<file path="src/core/orr_defs.vh">
/*
 * constants shared by the optical receiver readout and its result fifo.
 * assumes a single 10 MHz reference clock; no other file defines these names.
 */
`ifndef ORR_DEFS_VH
`define ORR_DEFS_VH

// clock rates in MHz, sized to the 4-bit fractional timer accumulator
`define ORR_REF_CLK_MHZ    4'hA
`define ORR_TIMER_CLK_MHZ  4'h4
`define ORR_ACC_W          4

// timer and converter widths
`define ORR_CNT_W          16
`define ORR_ADC_W          22
`define ORR_DIFF_W         23
`define ORR_TAG_W          3
`define ORR_NCH            4

// receiver setting code limits
`define ORR_RF_W           3
`define ORR_RF_COUNT       3'h7
`define ORR_CF_W           6
`define ORR_GAIN_W         3
`define ORR_GAIN_COUNT     3'h5
`define ORR_AMB_W          4
`define ORR_AMB_MAX        4'hA

// setting reset values
`define ORR_RF_RST         3'h0
`define ORR_CF_RST         6'h00
`define ORR_GAIN_RST       3'h0
`define ORR_AMB_RST        4'h0

// channel order within one period: emitter_b, its ambient, emitter_a, its ambient
`define ORR_CH_EB          2'h0
`define ORR_CH_AB          2'h1
`define ORR_CH_EA          2'h2
`define ORR_CH_AA          2'h3

// stream tags
`define ORR_TAG_EB         3'h0
`define ORR_TAG_AB         3'h1
`define ORR_TAG_EA         3'h2
`define ORR_TAG_AA         3'h3
`define ORR_TAG_DB         3'h4
`define ORR_TAG_DA         3'h5

// fifo geometry
`define ORR_FIFO_DEPTH     8
`define ORR_FIFO_AW        3

`endif

</file>
<file path="src/core/orr_readout.v">
/*
 * digital side of the optical receiver: settings, period timer, sample and
 * convert phases, result capture, ambient subtraction and result stream.
 * assumes adc_code is valid on the ref_clk cycle where a convert phase ends
 * and that all setting and timing inputs come from logic on ref_clk.
 */
// Operation
// - seven selectable feedback resistor values
// - six independent feedback capacitor enables
// - five second-stage gain values
// - ambient cancellation code, ten 1 uA steps
// - each sample window programmed independently
// - one shared 22-bit converter, sequential codes
// - four raw streams, once per period
// - two emitter minus ambient difference outputs
// - 16-bit 4 MHz counter wraps at period
`timescale 1ns/1ps
`include "orr_defs.vh"

module orr_readout #(
	parameter CNT_W = `ORR_CNT_W,
	parameter ADC_W = `ORR_ADC_W
) (
	// clock and reset
	input  wire                      ref_clk,
	input  wire                      reset_n,
	// power control
	input  wire                      hard_powerdown_pin_n,
	input  wire                      soft_powerdown_bit,
	// receiver settings
	input  wire [`ORR_RF_W-1:0]      rf_sel,
	input  wire [`ORR_CF_W-1:0]      cf_sel,
	input  wire [`ORR_GAIN_W-1:0]    gain_sel,
	input  wire [`ORR_AMB_W-1:0]     amb_cancel_sel,
	// period and phase timing, channel 0 in the low bits
	input  wire [CNT_W-1:0]          prp_value,
	input  wire [4*CNT_W-1:0]        samp_start,
	input  wire [4*CNT_W-1:0]        samp_end,
	input  wire [4*CNT_W-1:0]        conv_start,
	input  wire [4*CNT_W-1:0]        conv_end,
	// converter
	input  wire [ADC_W-1:0]          adc_code,
	// applied settings
	output reg  [`ORR_RF_W-1:0]      rf_code_q,
	output reg  [`ORR_CF_W-1:0]      cf_code_q,
	output reg  [`ORR_GAIN_W-1:0]    gain_code_q,
	output reg  [`ORR_AMB_W-1:0]     amb_code_q,
	output reg                       active_q,
	// analog phase controls
	output reg  [`ORR_NCH-1:0]       sample_phase_q,
	output reg  [`ORR_NCH-1:0]       convert_phase_q,
	output reg  [CNT_W-1:0]          timer_q,
	// held results
	output reg  [ADC_W-1:0]          res_emitter_b_q,
	output reg  [ADC_W-1:0]          res_amb_b_q,
	output reg  [ADC_W-1:0]          res_emitter_a_q,
	output reg  [ADC_W-1:0]          res_amb_a_q,
	output reg  [`ORR_DIFF_W-1:0]    res_diff_b_q,
	output reg  [`ORR_DIFF_W-1:0]    res_diff_a_q,
	output reg                       overrun_q,
	// result stream
	output wire                      out_valid,
	input  wire                      out_ready,
	output wire [`ORR_TAG_W-1:0]     out_tag,
	output wire [`ORR_DIFF_W-1:0]    out_data
);
	localparam FW = `ORR_TAG_W + `ORR_DIFF_W;

	// conversion sequencer, one-hot
	localparam [4:0] ST_EB   = 5'h01;
	localparam [4:0] ST_AB   = 5'h02;
	localparam [4:0] ST_EA   = 5'h04;
	localparam [4:0] ST_AA   = 5'h08;
	localparam [4:0] ST_DONE = 5'h10;

	reg                    pd_s1_q;
	reg                    pd_s2_q;
	reg [`ORR_ACC_W-1:0]   acc_q;
	reg [`ORR_ACC_W-1:0]   acc_d;
	reg                    tick;
	reg [4:0]              state_q;
	reg [4:0]              state_d;
	reg [1:0]              cur_ch;
	reg                    conv_done;
	reg                    raw_pend_q;
	reg [`ORR_TAG_W-1:0]   raw_tag_q;
	reg [ADC_W-1:0]        raw_data_q;
	reg                    diff_pend_q;
	reg [`ORR_TAG_W-1:0]   diff_tag_q;
	reg [`ORR_DIFF_W-1:0]  diff_data_q;
	reg                    fifo_in_valid;
	reg [FW-1:0]           fifo_in_data;
	wire                   fifo_in_ready;
	wire                   run;
	wire                   wrap;
	wire [`ORR_DIFF_W-1:0] diff_now;
	wire [FW-1:0]          fifo_out;
	wire [`ORR_NCH-1:0]    samp_hit;
	wire [`ORR_NCH-1:0]    conv_hit;
	wire [`ORR_NCH-1:0]    conv_last;

	// the pin is asynchronous to ref_clk
	always @(posedge ref_clk) begin
		if (!reset_n) begin
			pd_s1_q <= 1'b0;
			pd_s2_q <= 1'b0;
		end else begin
			pd_s1_q <= hard_powerdown_pin_n;
			pd_s2_q <= pd_s1_q;
		end
	end

	assign run  = pd_s2_q & ~soft_powerdown_bit;
	assign wrap = tick & (timer_q == prp_value);

	// 4 MHz tick from 10 MHz: add 4 per cycle modulo 10, jitter of one cycle
	always @* begin
		tick  = 1'b0;
		acc_d = acc_q + `ORR_TIMER_CLK_MHZ;
		if (acc_d >= `ORR_REF_CLK_MHZ) begin
			tick  = 1'b1;
			acc_d = acc_d - `ORR_REF_CLK_MHZ;
		end
	end

	genvar ch;
	generate
		for (ch = 0; ch < `ORR_NCH; ch = ch + 1) begin : g_phase
			// each channel compares against its own window pair
			assign samp_hit[ch]  = (timer_q >= samp_start[ch*CNT_W +: CNT_W]) &
				(timer_q <= samp_end[ch*CNT_W +: CNT_W]);
			assign conv_hit[ch]  = (timer_q >= conv_start[ch*CNT_W +: CNT_W]) &
				(timer_q <= conv_end[ch*CNT_W +: CNT_W]);
			assign conv_last[ch] = tick & (timer_q == conv_end[ch*CNT_W +: CNT_W]);
		end
	endgenerate

	// sequencer: one converter walks the channels in a fixed order per period
	always @* begin
		state_d   = state_q;
		cur_ch    = 2'h0;
		conv_done = 1'b0;
		case (state_q)
			ST_EB: begin
				cur_ch    = `ORR_CH_EB;
				conv_done = conv_last[`ORR_CH_EB];
				if (conv_done) state_d = ST_AB;
			end
			ST_AB: begin
				cur_ch    = `ORR_CH_AB;
				conv_done = conv_last[`ORR_CH_AB];
				if (conv_done) state_d = ST_EA;
			end
			ST_EA: begin
				cur_ch    = `ORR_CH_EA;
				conv_done = conv_last[`ORR_CH_EA];
				if (conv_done) state_d = ST_AA;
			end
			ST_AA: begin
				cur_ch    = `ORR_CH_AA;
				conv_done = conv_last[`ORR_CH_AA];
				if (conv_done) state_d = ST_DONE;
			end
			ST_DONE: begin
				state_d = ST_DONE;
			end
			default: begin
				state_d = ST_EB;
			end
		endcase
		if (wrap) state_d = ST_EB;
	end

	// difference against the emitter word just held for this pair
	assign diff_now = (cur_ch == `ORR_CH_AB) ?
		({res_emitter_b_q[ADC_W-1], res_emitter_b_q} - {adc_code[ADC_W-1], adc_code}) :
		({res_emitter_a_q[ADC_W-1], res_emitter_a_q} - {adc_code[ADC_W-1], adc_code});

	// settings: out-of-range codes are ignored and the last good one kept
	always @(posedge ref_clk) begin
		if (!reset_n) begin
			rf_code_q   <= `ORR_RF_RST;
			cf_code_q   <= `ORR_CF_RST;
			gain_code_q <= `ORR_GAIN_RST;
			amb_code_q  <= `ORR_AMB_RST;
		end else begin
			if (rf_sel < `ORR_RF_COUNT) rf_code_q <= rf_sel;
			cf_code_q <= cf_sel;
			if (gain_sel < `ORR_GAIN_COUNT) gain_code_q <= gain_sel;
			if (amb_cancel_sel <= `ORR_AMB_MAX) amb_code_q <= amb_cancel_sel;
		end
	end

	// timer, phases and sequencer; power-down freezes the period at zero
	always @(posedge ref_clk) begin
		if (!reset_n || !run) begin
			acc_q           <= {`ORR_ACC_W{1'b0}};
			timer_q         <= {CNT_W{1'b0}};
			state_q         <= ST_EB;
			sample_phase_q  <= {`ORR_NCH{1'b0}};
			convert_phase_q <= {`ORR_NCH{1'b0}};
			active_q        <= 1'b0;
		end else begin
			active_q <= 1'b1;
			acc_q    <= acc_d;
			state_q  <= state_d;
			if (wrap) begin
				timer_q <= {CNT_W{1'b0}};
			end else if (tick) begin
				timer_q <= timer_q + 1'b1;
			end
			sample_phase_q  <= samp_hit;
			// only the sequencer's channel may drive the shared converter
			convert_phase_q <= conv_hit & (state_q[3:0]);
		end
	end

	// capture, hold and queue results
	always @(posedge ref_clk) begin
		if (!reset_n) begin
			res_emitter_b_q <= {ADC_W{1'b0}};
			res_amb_b_q     <= {ADC_W{1'b0}};
			res_emitter_a_q <= {ADC_W{1'b0}};
			res_amb_a_q     <= {ADC_W{1'b0}};
			res_diff_b_q    <= {`ORR_DIFF_W{1'b0}};
			res_diff_a_q    <= {`ORR_DIFF_W{1'b0}};
			raw_pend_q      <= 1'b0;
			raw_tag_q       <= `ORR_TAG_EB;
			raw_data_q      <= {ADC_W{1'b0}};
			diff_pend_q     <= 1'b0;
			diff_tag_q      <= `ORR_TAG_DB;
			diff_data_q     <= {`ORR_DIFF_W{1'b0}};
			overrun_q       <= 1'b0;
		end else begin
			if (fifo_in_valid & fifo_in_ready) begin
				if (raw_pend_q) raw_pend_q <= 1'b0;
				else diff_pend_q <= 1'b0;
			end
			if (run & conv_done) begin
				// a raw word still waiting for the fifo is overwritten; any waiting word sets the flag
				if (raw_pend_q | diff_pend_q) overrun_q <= 1'b1;
				raw_pend_q <= 1'b1;
				raw_data_q <= adc_code;
				raw_tag_q  <= {1'b0, cur_ch};
				case (cur_ch)
					`ORR_CH_EB: res_emitter_b_q <= adc_code;
					`ORR_CH_AB: begin
						res_amb_b_q  <= adc_code;
						res_diff_b_q <= diff_now;
						diff_pend_q  <= 1'b1;
						diff_tag_q   <= `ORR_TAG_DB;
						diff_data_q  <= diff_now;
					end
					`ORR_CH_EA: res_emitter_a_q <= adc_code;
					default: begin
						res_amb_a_q  <= adc_code;
						res_diff_a_q <= diff_now;
						diff_pend_q  <= 1'b1;
						diff_tag_q   <= `ORR_TAG_DA;
						diff_data_q  <= diff_now;
					end
				endcase
			end
		end
	end

	// raw word goes first, its difference follows
	always @* begin
		fifo_in_valid = raw_pend_q | diff_pend_q;
		if (raw_pend_q) begin
			fifo_in_data = {raw_tag_q, raw_data_q[ADC_W-1], raw_data_q};
		end else begin
			fifo_in_data = {diff_tag_q, diff_data_q};
		end
	end

	orr_fifo #(
		.WIDTH (FW),
		.DEPTH (`ORR_FIFO_DEPTH),
		.AW    (`ORR_FIFO_AW)
	) u_fifo (
		.ref_clk     (ref_clk),
		.reset_n     (reset_n),
		.in_valid    (fifo_in_valid),
		.in_ready    (fifo_in_ready),
		.in_data     (fifo_in_data),
		.out_valid_q (out_valid),
		.out_ready   (out_ready),
		.out_data_q  (fifo_out)
	);

	assign out_tag  = fifo_out[FW-1 -: `ORR_TAG_W];
	assign out_data = fifo_out[`ORR_DIFF_W-1:0];
endmodule // orr_readout

</file>
<file path="src/core/orr_fifo.v">
/*
 * result fifo with a registered output word, valid and ready on both sides.
 * assumes writer and reader share ref_clk; reset is synchronous, active low.
 */
`timescale 1ns/1ps
`include "orr_defs.vh"

module orr_fifo #(
	parameter WIDTH = 26,
	parameter DEPTH = `ORR_FIFO_DEPTH,
	parameter AW    = `ORR_FIFO_AW
) (
	// clock and reset
	input  wire             ref_clk,
	input  wire             reset_n,
	// fill side
	input  wire             in_valid,
	output wire             in_ready,
	input  wire [WIDTH-1:0] in_data,
	// drain side
	output reg              out_valid_q,
	input  wire             out_ready,
	output reg  [WIDTH-1:0] out_data_q
);
	reg [WIDTH-1:0] mem [0:DEPTH-1];
	reg [AW-1:0]    wr_ptr_q;
	reg [AW-1:0]    rd_ptr_q;
	reg [AW:0]      count_q;
	wire            push;
	wire            pop;
	wire            load;

	assign in_ready = (count_q != DEPTH[AW:0]);
	assign push     = in_valid & in_ready;
	// the output register refills whenever memory holds a word and it is empty or being taken
	assign load     = (count_q != {(AW+1){1'b0}}) & (~out_valid_q | out_ready);
	assign pop      = load;

	always @(posedge ref_clk) begin
		if (push) begin
			mem[wr_ptr_q] <= in_data;
		end
	end

	always @(posedge ref_clk) begin
		if (!reset_n) begin
			wr_ptr_q    <= {AW{1'b0}};
			rd_ptr_q    <= {AW{1'b0}};
			count_q     <= {(AW+1){1'b0}};
			out_valid_q <= 1'b0;
			out_data_q  <= {WIDTH{1'b0}};
		end else begin
			if (push) begin
				wr_ptr_q <= wr_ptr_q + 1'b1;
			end
			if (pop) begin
				rd_ptr_q <= rd_ptr_q + 1'b1;
			end
			if (push & ~pop) begin
				count_q <= count_q + 1'b1;
			end else if (pop & ~push) begin
				count_q <= count_q - 1'b1;
			end
			if (load) begin
				out_data_q  <= mem[rd_ptr_q];
				out_valid_q <= 1'b1;
			end else if (out_ready) begin
				out_valid_q <= 1'b0;
			end
		end
	end
endmodule // orr_fifo

</file>
<file path="config.mk">
export PLATFORM = sky130hd
export DESIGN_NAME = orr_readout
export DESIGN_NICKNAME = d
export VERILOG_FILES = /design/src/core/orr_readout.v /design/src/core/orr_fifo.v
export VERILOG_INCLUDE_DIRS = /design/src /design/src/core
export SDC_FILE = /design/constraint.sdc
export NUM_CORES = 1
export LEC_CHECK = 0
export BUFFER_PORTS_ARGS = -buffer_cell sky130_fd_sc_hd__buf_2
export CELL_PAD_IN_SITES_DETAIL_PLACEMENT = 1
export CELL_PAD_IN_SITES_GLOBAL_PLACEMENT = 1
export CORE_MARGIN = 2
export CORE_UTILIZATION = 43
export DETAILED_ROUTE_END_ITERATION = 8
export GPL_TIMING_DRIVEN = 0
export HOLD_SLACK_MARGIN = 0.15
export PLACE_DENSITY_LB_ADDON = 0.1
export SYNTH_ARGS = -nofsm -noshare
export SYNTH_HDL_FRONTEND = slang
export SYNTH_SLANG_ARGS = --single-unit
</file>
<file path="constraint.sdc">
create_clock -name ref_clk -period 3.76 [get_ports ref_clk]
set_input_delay 0.94 -clock ref_clk [delete_from_list [all_inputs] [get_ports ref_clk]]
set_output_delay 0.94 -clock ref_clk [all_outputs]
set_load 0.05 [all_outputs]
</file>
==> qor.csv, run 1 <==
stage,metric,value,unit
run_status,status,"complete, no violations",
cells_and_area,Syn-to-layout area delta,22.92,%
synth,Post-synth EDFFs,208,
sta,RSZ-0062 raised after global routing,true,
power_and_ir_drop,VDD IR max,0.0003638,V
power_and_ir_drop,Final Power,0.01385,W
sta,Max Fclk,277.4,MHz
worst_setup_path,critical path launch point type,register,
route,DRT Wirelength,96.64,mm
sta,Final Skew,0.03112,ns
global_route,vias in the first global route,24290,
synth,syn avg cell area,9.718,µm²
route,total iterations of the first detailed-routing run,5,
floorplanning,Initial Util,43.70,%
sta,Final Setup Violations,0,
worst_setup_path,Critical Path Sink Type,register,
clocking,CTS root buffer,clkbuf_16,
power_and_ir_drop,Int Power,0.009732,W
sta,final hold viol count,0,
clocking,cts bufs inserted,52,
clocking,cts hold-fix bufs,0,
worst_setup_path,r2r worst-path depth,15,
synth,Syn Nets,3269,
synth,top-area cell type share of the netlist area,24.13,%
hold_path,WHS Path Cells,1,
clocking,# H-tree levels,2,
clocking,clk sink count,481,
sta,Worst slew margin,18.24,%
floorplanning,row count,89,
power_and_ir_drop,clock power share,40.2,%
cells_and_area,Multi-input gate area,0.01285,mm²
route,routed len/inst,23.69,µm
synth,synthesized flop and latch total,481,
worst_setup_path,critical path class,register to register,
placed_design,gpl congestion,0.9106,
route,Initial DRC Count,1182,
route,DRT antenna net count,0,
synth,"Primary FF master, synth",dfxtp_1,
synth,Syn Std Cell Area,0.02589,mm²
placed_design,port bufs,517,
route,post-DR vias/cell,5.552,
global_route,grt total ovfl,0,
hold_path,WHS Endpoint,pd_s2_q$_SDFF_PN0_,
placed_design,Place WS,-0.8263,ns
global_route,met2 usage,53.18,%
global_route,GRT Total Usage,30.69,%
floorplanning,core area,0.05924,mm²
cells_and_area,final net count,3850,
power_and_ir_drop,Sw Pwr,0.004118,W
clocking,buffer depth of the longest clock path,3,
cells_and_area,register area,0.01174,mm²
power_and_ir_drop,Pleak,14.09,nW
floorplanning,num ports,518,
synth,sequential share of the synthesized area,45.24,%
placed_design,HPWL Detailed,72.61,mm
floorplanning,DIE WIDTH,249.4,µm
worst_setup_path,maximum fanout along the worst path,10,
global_route,GR Layer Usage met1,38.11,%
global_route,pin count of the biggest net entering global routing,27,
synth,cells after synthesis,2664,
sta,Fin Setup TNS,0,ns
synth,Yosys top cell by area,edfxtp_1,
route,DRC,0,
power_and_ir_drop,Comb power frac,18.7,%
sta,fin crit period,3.606,ns
synth,synth warn,0,
sta,"Slew Viols, Final",0,
synth,cells taking the most area after synthesis,"edfxtp_1 (24%), dfxtp_1 (21%), ha_1 (14%)",
global_route,global-route wire length before repair,146.0,mm
sta,Slew @ Worst Pin,1.214,ns
hold_path,Worst Hold Launch,pd_s1_q$_SDFF_PN0_,
job,Max Cap Viol,0,
route,routed vias,22650,
floorplanning,Die Footprint,0.06219,mm²
worst_setup_path,R2R Path Start,state_q[2]$_SDFFE_PP0P_,
clocking,CTS tree,built,
synth,Cell variety after synth,72,
worst_setup_path,Worst EP arrival,4.09,ns
cells_and_area,fill cell count,6862,
global_route,busiest grt layer,met2,
global_route,initial antenna violation count,21,
floorplanning,Die H,249.4,µm
clocking,clock slew at reported path FFs,0.06,ns
power_and_ir_drop,Switching Share,29.73,%
worst_setup_path,worst r2r dst,diff_data_q[11]$_SDFFE_PN0P_,
worst_setup_path,critical path required time,4.25,ns
synth,Synth async-reset ratio,0,%
clocking,Clock Latency Late Sink,0.62,ns
sta,Tcrit/Tclk final,95.89,%
worst_setup_path,Reg2Reg Setup Slack,0.15,ns
power_and_ir_drop,sequential share of power,41.1,%
cells_and_area,share of post-route cells with drive strength above 1,24.73,%
sta,post-route setup slack,0.1545,ns
hold_path,min-delay worst type,register to register,
global_route,GRT met3 Usage,5.841,%
power_and_ir_drop,pwr/cell area,435.2,mW/mm²
[cells in the mapped netlist (21+ instances only)]
cell        n
nor2b_1    28
mux2i_1    31
mux2_2     22
dfxtp_1   273
nand2b_1   25
xor2_1     33
a21o_1     44
a211oi_1   43
clkbuf_1   72
a21oi_1   262
nand2_1   445
inv_1     286
o21ai_0   102
nand3_1    22
o21a_1     21
edfxtp_1  208
nor2_1    132
ha_1      288
mux4_2     52
nand4_1    46
[per-layer routing]
layer  vias to the layer above  share of wire, %
met5                         -             0.013
met4                         2               3.4
met3                       176               5.8
li1                      10510                 -
met1                     11330                42
met2                       642                49
[sequential cells by signal, summed over array words and instances (netlist names), 4 cells and up]
name and cells:
convert_phase_q 4, raw_data_q 22, res_diff_a_q 23, res_amb_a_q 22, res_emitter_a_q 22, sample_phase_q 4, amb_code_q 4, res_diff_b_q 23
res_amb_b_q 22, res_emitter_b_q 22, u_fifo.count_q 4, diff_data_q 23, cf_code_q 6, state_q 5, timer_q 16, u_fifo.mem 208
u_fifo.out_data_q 26
[metrics by stage]
stage | utilization [%] | instances | hold slack [ns] | instance area (µm²)
6_report | 53.72 | 4080 | 0.4232 | 31820
5_1_grt | 53.69 | 4075 | 0.4604 | 31810
4_1_cts | 53.48 | 4062 | 0.4265 | 31690
3_5_place_dp | 50.07 | 3962 | 0.4207 | 29660
2_1_floorplan | - | 2664 | 0.4119 | 25890
3_3_place_gp | 49.70 | 3954 | 0.4209 | 29440
[worst max-delay path by stage]
stage,cells after the start,startpoint,endpoint
after global routing,13,timer_q[0]$_SDFFE_PP0N_,res_emitter_b_q[16]$_SDFFE_PN0P_
after floorplan,17,state_q[2]$_SDFFE_PP0P_,res_diff_b_q[20]$_SDFFE_PN0P_
after CTS,12,timer_q[0]$_SDFFE_PP0N_,res_amb_b_q[21]$_SDFFE_PN0P_
after global placement,3,u_fifo.count_q[0]$_SDFFE_PN0P_,u_fifo.mem[0][14]$_DFFE_PP_
after detailed placement,17,state_q[2]$_SDFFE_PP0P_,res_diff_a_q[19]$_SDFFE_PN0P_
final,15,state_q[2]$_SDFFE_PP0P_,diff_data_q[11]$_SDFFE_PN0P_
[logic make-up after synthesis]
family	Yosys count	synth area share, %
buffers and inverters	392	5.896
adders and majority gates	290	14.07
AOI/OAI and AO/OA	553	12.70
and+or+nand+nor	790	13.62
DFF	481	45.24
muxes	105	6.679
xor gates and xnor gates	53	1.793
[what timing repair did]
item                                   4_1_cts  5_1_grt
pin swaps                                    1        4
setup endpoints to repair                  185       58
buffers inserted                             5        2
gates resized for setup                     41       23
endpoints found under the hold margin        0        0
[power groups by stage]
| stage | clock network [W] | logic (W) | registers [W] |
|---|---|---|---|
| 2_1_floorplan | 0 | 0.00119 | 0.00632 |
| 6_report | 0.00556 | 0.00259 | 0.00570 |
| 3_3_place_gp | 0 | 0.00249 | 0.00580 |
| 3_5_place_dp | 0 | 0.00257 | 0.00581 |
| 5_1_grt | 0.00581 | 0.00279 | 0.00572 |
| 4_1_cts | 0.00562 | 0.00260 | 0.00570 |
[cell usage in the layout (no fill, tap or decap), types with 21 or more instances in the layout]
| cell | count |
|---|---|
| a211oi_1 | 42 |
| mux2i_1 | 31 |
| nand2_1 | 444 |
| o21ai_0 | 100 |
| buf_2 | 536 |
| mux2_2 | 22 |
| nand2b_1 | 25 |
| o21a_1 | 21 |
| dfxtp_1 | 255 |
| nor2b_1 | 28 |
| nand3_1 | 21 |
| ha_1 | 288 |
| nand4_1 | 46 |
| edfxtp_1 | 208 |
| mux4_2 | 52 |
| clkbuf_1 | 71 |
| a21oi_1 | 258 |
| inv_1 | 285 |
| clkbuf_16 | 52 |
| nor2_1 | 122 |
| a21o_1 | 44 |
| xor2_1 | 30 |
[worst max-delay path, cell delays in order (launching register included)]
cell and delay, ns:
dfxtp_2 0.39, nor2_4 0.20, and3_1 0.19, buf_4 0.21, buf_4 0.21, nand2_1 0.07
nand2_1 0.06, ha_1 0.28, a21oi_1 0.20, nor2b_1 0.06, a311o_1 0.37, a31o_2 0.33
or2_2 0.31, a21oi_2 0.18, xor2_2 0.28, o22ai_1 0.14
[final cells by class]
class                   count  area share [%]
well taps                 773           3.039
repair buffers            532           8.847
inverters                 288           3.409
plain buffers              99           1.392
diodes                     19          0.1494
flip-flops and latches    481           36.90
clock inverters            28           1.294
multi-input cells        1791           40.39
clock buffers              69           4.573
Power figures use the tool's default switching activity.
==> run 2, diff against run 1 <==
--- a/config.mk
+++ b/config.mk
@@ -10,7 +10,7 @@
 export CELL_PAD_IN_SITES_DETAIL_PLACEMENT = 1
 export CELL_PAD_IN_SITES_GLOBAL_PLACEMENT = 1
 export CORE_MARGIN = 2
-export CORE_UTILIZATION = 43
+export CORE_UTILIZATION = 46
 export DETAILED_ROUTE_END_ITERATION = 8
 export GPL_TIMING_DRIVEN = 0
 export HOLD_SLACK_MARGIN = 0.15
==> constraint.sdc (replaced) <==
create_clock -name ref_clk -period 4.4 [get_ports ref_clk]
set_input_delay 1.1 -clock ref_clk [delete_from_list [all_inputs] [get_ports ref_clk]]
set_output_delay 1.1 -clock ref_clk [all_outputs]
set_load 0.05 [all_outputs]
==> run 2 against run 1 <==
Compared with the run above: global-route usage grew 2.1 points; clock power decreased by 20%; clock skew down 0.014 ns; first-iteration DRC count rose by 5.7%; final area down 1.1%; sequential power is 15% lower; power down 17%; combinational power decreased by 14%; critical path depth rose by 2; hold slack improved by 0.025 ns; largest cell class unchanged.
==> qor.csv, run 2 (same netlist as run 1, synthesis figures left out) <==
stage,metric,value,unit
run_status,status,"complete, no violations",
sta,RSZ-0062 raised after global routing,false,
sta,Min Hold Slack,0.4482,ns
sta,Final Skew,0.01753,ns
floorplanning,num ports,518,
route,routed len/inst,23.61,µm
sta,Worst slew margin,19.16,%
global_route,vias in the first global route,24440,
sta,"Slew Viols, Final",0,
global_route,initial antenna violation count,16,
hold_path,WHS Path Cells,2,
hold_path,Worst Hold Launch,res_amb_a_q[11]$_SDFFE_PN0P_,
worst_setup_path,r2r worst-path depth,17,
hold_path,min-delay worst type,register to register,
worst_setup_path,critical path required time,4.88,ns
global_route,pin count of the biggest net entering global routing,27,
worst_setup_path,R2R Path Start,state_q[2]$_SDFFE_PP0P_,
clocking,clk sink count,481,
sta,Slew @ Worst Pin,1.213,ns
cells_and_area,Syn-to-layout area delta,21.59,%
route,total iterations of the first detailed-routing run,7,
placed_design,HPWL Detailed,71.07,mm
route,DRT antenna net count,0,
clocking,clock slew at reported path FFs,0.06,ns
floorplanning,Die Footprint,0.05819,mm²
sta,final hold viol count,0,
power_and_ir_drop,pwr/cell area,367.2,mW/mm²
worst_setup_path,maximum fanout along the worst path,10,
route,DRT Wirelength,95.63,mm
hold_path,WHS Endpoint,res_amb_a_q[11]$_SDFFE_PN0P_,
sta,Max Fclk,238.9,MHz
sta,Fin Setup TNS,0,ns
clocking,buffer depth of the longest clock path,3,
cells_and_area,share of post-route cells with drive strength above 1,23.98,%
sta,fin crit period,4.185,ns
sta,Tcrit/Tclk final,95.12,%
route,post-DR vias/cell,5.646,
placed_design,port bufs,517,
floorplanning,DIE WIDTH,241.2,µm
cells_and_area,most frequent cells in the layout,"buf_2 (537), nand2_1 (445), ha_1 (288)",
floorplanning,row count,86,
job,Max Cap Viol,0,
cells_and_area,"commonest non-fill, non-tap cell in the layout",buf_2,
cells_and_area,Top Registers,"u_fifo.mem: 208 flops, u_fifo.out_data_q: 26 flops",
route,Initial DRC Count,1249,
worst_setup_path,Worst EP arrival,4.66,ns
floorplanning,Die H,241.2,µm
floorplanning,core area,0.05542,mm²
cells_and_area,most flop-heavy register,u_fifo.mem,
worst_setup_path,Reg2Reg Setup Slack,0.21,ns
sta,post-route setup slack,0.2149,ns
placed_design,gpl congestion,0.9248,
global_route,global-route wire length before repair,143.3,mm
route,DRC,0,
power_and_ir_drop,Pleak,13.96,nW
global_route,GRT Total Usage,32.77,%
cells_and_area,final net count,3851,
worst_setup_path,Critical Path Sink Type,register,
worst_setup_path,worst r2r dst,res_diff_a_q[19]$_SDFFE_PN0P_,
clocking,CTS root buffer,clkbuf_16,
cells_and_area,max reg flops,208,
clocking,# H-tree levels,2,
route,routed vias,22870,
worst_setup_path,critical path class,register to register,
power_and_ir_drop,VDD IR max,0.0003268,V
sta,Final Setup Violations,0,
placed_design,Place WS,-0.1684,ns
floorplanning,Initial Util,46.72,%
clocking,CTS tree,built,
power_and_ir_drop,Final Power,0.01156,W
clocking,cts hold-fix bufs,0,
global_route,grt total ovfl,0,
clocking,cts bufs inserted,50,
worst_setup_path,critical path launch point type,register,
clocking,Clock Latency Late Sink,0.61,ns
[run 2: cell types whose count changed in the layout (fill, tap and decap cells not counted), sizes merged]
| cell | delta |
|---|---|
| clkinvlp | +2 |
| bufinv | -4 |
| inv | +3 |
| diode | -3 |
| clkinv | -3 |
| buf | -2 |
| clkbuf | +2 |
[run 2: worst max-delay path, stage by stage, from the launching register on]
cell,delay (ns)
dfxtp_1,0.30
clkbuf_1,0.22
nor2_2,0.30
and3_1,0.19
buf_2,0.27
clkbuf_2,0.31
nand2_1,0.08
nand2_1,0.09
ha_1,0.23
clkbuf_1,0.21
a21oi_1,0.21
nor2_1,0.07
a211oi_2,0.36
o21ai_1,0.12
a21o_1,0.20
a221oi_1,0.29
xor2_1,0.43
o22ai_1,0.16
[run 2: worst max-delay path by stage]
stage	end	slack [ns]	from
CTS	res_diff_a_q[20]$_SDFFE_PN0P_	0.01	state_q[3]$_SDFFE_PP0P_
floorplan	res_diff_b_q[20]$_SDFFE_PN0P_	0.93	state_q[2]$_SDFFE_PP0P_
detailed placement	res_amb_b_q[16]$_SDFFE_PN0P_	-0.17	timer_q[15]$_SDFFE_PP0N_
global placement	u_fifo.mem[1][12]$_DFFE_PP_	-0.62	u_fifo.count_q[0]$_SDFFE_PN0P_
global route	res_diff_a_q[14]$_SDFFE_PN0P_	0.04	state_q[3]$_SDFFE_PP0P_
finish	res_diff_a_q[19]$_SDFFE_PN0P_	0.21	state_q[2]$_SDFFE_PP0P_
[run 2: cell type report]
type / instances / area (µm²)
diodes: 16 / 40.04
plain buffers: 104 / 449.2
clock buffers: 66 / 1431
clock inverters: 26 / 302.8
fillers: 6442 / 23940
inverters: 288 / 1085
multi-input cells: 1791 / 12730
flip-flops and latches: 481 / 11730
well taps: 748 / 935.9
repair buffers: 530 / 2770
[run 2: layer usage]
metal	global-route usage [%]	vias up	part of all wire, %	routed length [µm]
met4	12.18	2	3.6	3428
met1	41.04	11440	41	39480
met5	0	-	0.013	12
met2	56.74	745	49	46850
li1	-	10510	-	-
met3	5.618	173	6.1	5863
[run 2: what timing repair did]
item	in CTS	in global routing
buffers inserted	4	0
gates resized for setup	18	7
endpoints found under the setup margin	26	43
hold endpoints to repair	0	0
[run 2: power breakdown]
group	total [W]	internal, W	switching, W
logic	0.00223	0.000727	0.00150
clock network	0.00446	0.00255	0.00191
registers	0.00487	0.00477	0.0000973
[run 2: metrics by stage]
step,instances,cell area (µm²),utilization (%)
2_1_floorplan,2664,25890,-
3_3_place_gp,3929,29410,53.08
3_5_place_dp,3938,29620,53.45
4_1_cts,4034,31410,56.69
5_1_grt,4048,31470,56.79
6_report,4050,31480,56.80
==> run 3, diff against run 2 <==
--- a/config.mk
+++ b/config.mk
@@ -9,8 +9,9 @@
 export BUFFER_PORTS_ARGS = -buffer_cell sky130_fd_sc_hd__buf_2
 export CELL_PAD_IN_SITES_DETAIL_PLACEMENT = 1
 export CELL_PAD_IN_SITES_GLOBAL_PLACEMENT = 1
+export CORE_ASPECT_RATIO = 1.5
 export CORE_MARGIN = 2
-export CORE_UTILIZATION = 46
+export CORE_UTILIZATION = 43
 export DETAILED_ROUTE_END_ITERATION = 8
 export GPL_TIMING_DRIVEN = 0
 export HOLD_SLACK_MARGIN = 0.15
==> constraint.sdc (replaced) <==
create_clock -name ref_clk -period 4.03 [get_ports ref_clk]
set_input_delay 1.0075 -clock ref_clk [delete_from_list [all_inputs] [get_ports ref_clk]]
set_output_delay 1.0075 -clock ref_clk [all_outputs]
set_load 0.05 [all_outputs]
==> run 3 against run 2 <==
Compared with the run above: critical path depth shrank 7; non-clock buffer count is the same; final area is essentially flat; count of clock-buffer cells in the layout shrank 8; sequential cell count is the same; critical path type unchanged.
==> qor.csv, run 3 (same netlist as run 1, synthesis figures left out) <==
stage,metric,value,unit
run_status,status,"complete, no violations",
cells_and_area,most frequent cells in the layout,"buf_2 (537), nand2_1 (445), ha_1 (288)",
clocking,cts hold-fix bufs,0,
sta,Max Fclk,254.3,MHz
worst_setup_path,critical path launch point type,register,
cells_and_area,Syn-to-layout area delta,21.48,%
clocking,cts bufs inserted,46,
cells_and_area,post-layout util,52.65,%
route,post-DR vias/cell,5.557,
floorplanning,Die Footprint,0.06223,mm²
power_and_ir_drop,pwr/cell area,390.9,mW/mm²
floorplanning,core area,0.05973,mm²
cells_and_area,most flop-heavy register,u_fifo.mem,
hold_path,min-delay worst type,register to register,
floorplanning,num ports,518,
route,DRT antenna net count,0,
clocking,# H-tree levels,2,
global_route,GRT Total Usage,31.50,%
worst_setup_path,CP max-delay cell,nor2_2,
cells_and_area,final net count,3847,
floorplanning,DIE WIDTH,204.3,µm
sta,post-route setup slack,0.09736,ns
cells_and_area,Top Registers,"u_fifo.mem: 208 flops, u_fifo.out_data_q: 26 flops",
clocking,clk sink count,481,
placed_design,Place WS,-0.5924,ns
placed_design,gpl congestion,0.8937,
sta,"Slew Viols, Final",0,
cells_and_area,max reg flops,208,
global_route,global-route wire length before repair,146.6,mm
placed_design,port bufs,517,
power_and_ir_drop,VDD IR max,0.0003259,V
clocking,clock slew at reported path FFs,0.06,ns
global_route,pin count of the biggest net entering global routing,27,
route,routed vias,22650,
route,DRC,0,
global_route,grt total ovfl,0,
worst_setup_path,cell mode on critical path,nand3_1,
clocking,CTS tree,built,
power_and_ir_drop,Pleak,13.93,nW
route,DRT Wirelength,98.82,mm
clocking,Clock Latency Late Sink,0.60,ns
sta,Tcrit/Tclk final,97.58,%
clocking,buffer depth of the longest clock path,3,
cells_and_area,share of post-route cells with drive strength above 1,23.99,%
worst_setup_path,crit-path max cell delay,0.64,ns
clocking,CTS root buffer,clkbuf_16,
worst_setup_path,critical path required time,4.55,ns
cells_and_area,"commonest non-fill, non-tap cell in the layout",buf_2,
sta,RSZ-0062 raised after global routing,true,
worst_setup_path,Critical Path Sink Type,register,
worst_setup_path,Worst EP arrival,4.45,ns
sta,Final Setup Violations,0,
sta,Slew @ Worst Pin,1.285,ns
worst_setup_path,CP cell instances,clkinvlp_4 > ha_1 > nand4_1 > nor4_1 > nand3_1 > nand3_1 > nand2_1 > nor2_2 > nand3_1 > a21oi_1,
global_route,initial antenna violation count,23,
floorplanning,Die H,304.5,µm
sta,fin crit period,3.933,ns
worst_setup_path,maximum fanout along the worst path,10,
route,routed len/inst,24.24,µm
worst_setup_path,critical path class,register to register,
floorplanning,row count,110,
route,total iterations of the first detailed-routing run,5,
floorplanning,Initial Util,43.34,%
sta,Final Skew,0.01917,ns
global_route,vias in the first global route,24690,
route,Initial DRC Count,1060,
sta,Min Hold Slack,0.4395,ns
placed_design,HPWL Detailed,76.97,mm
sta,final hold viol count,0,
sta,Worst slew margin,13.43,%
job,Max Cap Viol,0,
-- run 3: repair_timing --
action,CTS,global route
setup buffers,5,0
gates resized for setup,25,15
setup endpoints to repair,178,52
pin swaps,1,1
-- run 3: power breakdown --
group / switching (W) / internal [W]
Combinational: 0.00161 / 0.000794
Clock: 0.00199 / 0.00257
Sequential: 0.000122 / 0.00521
-- run 3: routing by layer --
layer	vias up	track usage, %	part of all wire (%)
met3	249	6.961	6.2
met1	11180	32.24	35
li1	10490	-	-
met4	12	16.84	5.6
met2	727	58.74	53
met5	-	0	0.064
-- run 3: through the flow --
stage / area [µm²] / std cells / power (W) / TNS (ns)
4_1_cts: 31360 / 4062 / 0.01240 / 0
6_report: 31450 / 4076 / 0.01229 / 0
3_3_place_gp: 29460 / 3965 / 0.007770 / -87.25
5_1_grt: 31440 / 4073 / 0.01273 / -0.01850
3_5_place_dp: 29690 / 3975 / 0.007855 / -49.38
2_1_floorplan: 25890 / 2664 / 0.007007 / 0
-- run 3: final cells by class --
class,count,area [µm²]
Antenna cell,15,37.54
Buffer,102,445.4
Clock buffer,58,1256
Clock inverter,25,314.1
Fill cell,6995,28280
Inverter,288,1085
Multi-Input combinational cell,1791,12790
Sequential cell,481,11740
Tap cell,784,980.9
Timing Repair Buffer,532,2804
-- run 3: path summary, 6_finish.rpt --
kind	from	end	slack [ns]	depth (start not counted)
worst min-delay path	pd_s1_q$_SDFF_PN0_	pd_s2_q$_SDFF_PN0_	0.44	1
worst min register to register	pd_s1_q$_SDFF_PN0_	pd_s2_q$_SDFF_PN0_	0.44	1
worst max-delay path	timer_q[0]$_SDFFE_PP0N_	res_diff_a_q[16]$_SDFFE_PN0P_	0.1	10
worst max register to register	timer_q[0]$_SDFFE_PP0N_	res_diff_a_q[16]$_SDFFE_PN0P_	0.1	10
-- run 3: critical path: cells and delay by family, from the launching register on --
family                   cells  cell delay [ns]
AO/OA/AOI/OAI                1             0.19
buffers and inverters        1             0.30
adder cells (fa/ha/maj)      1             0.35
AND/OR/NAND/NOR              7             2.47
flip-flops                   1             0.54
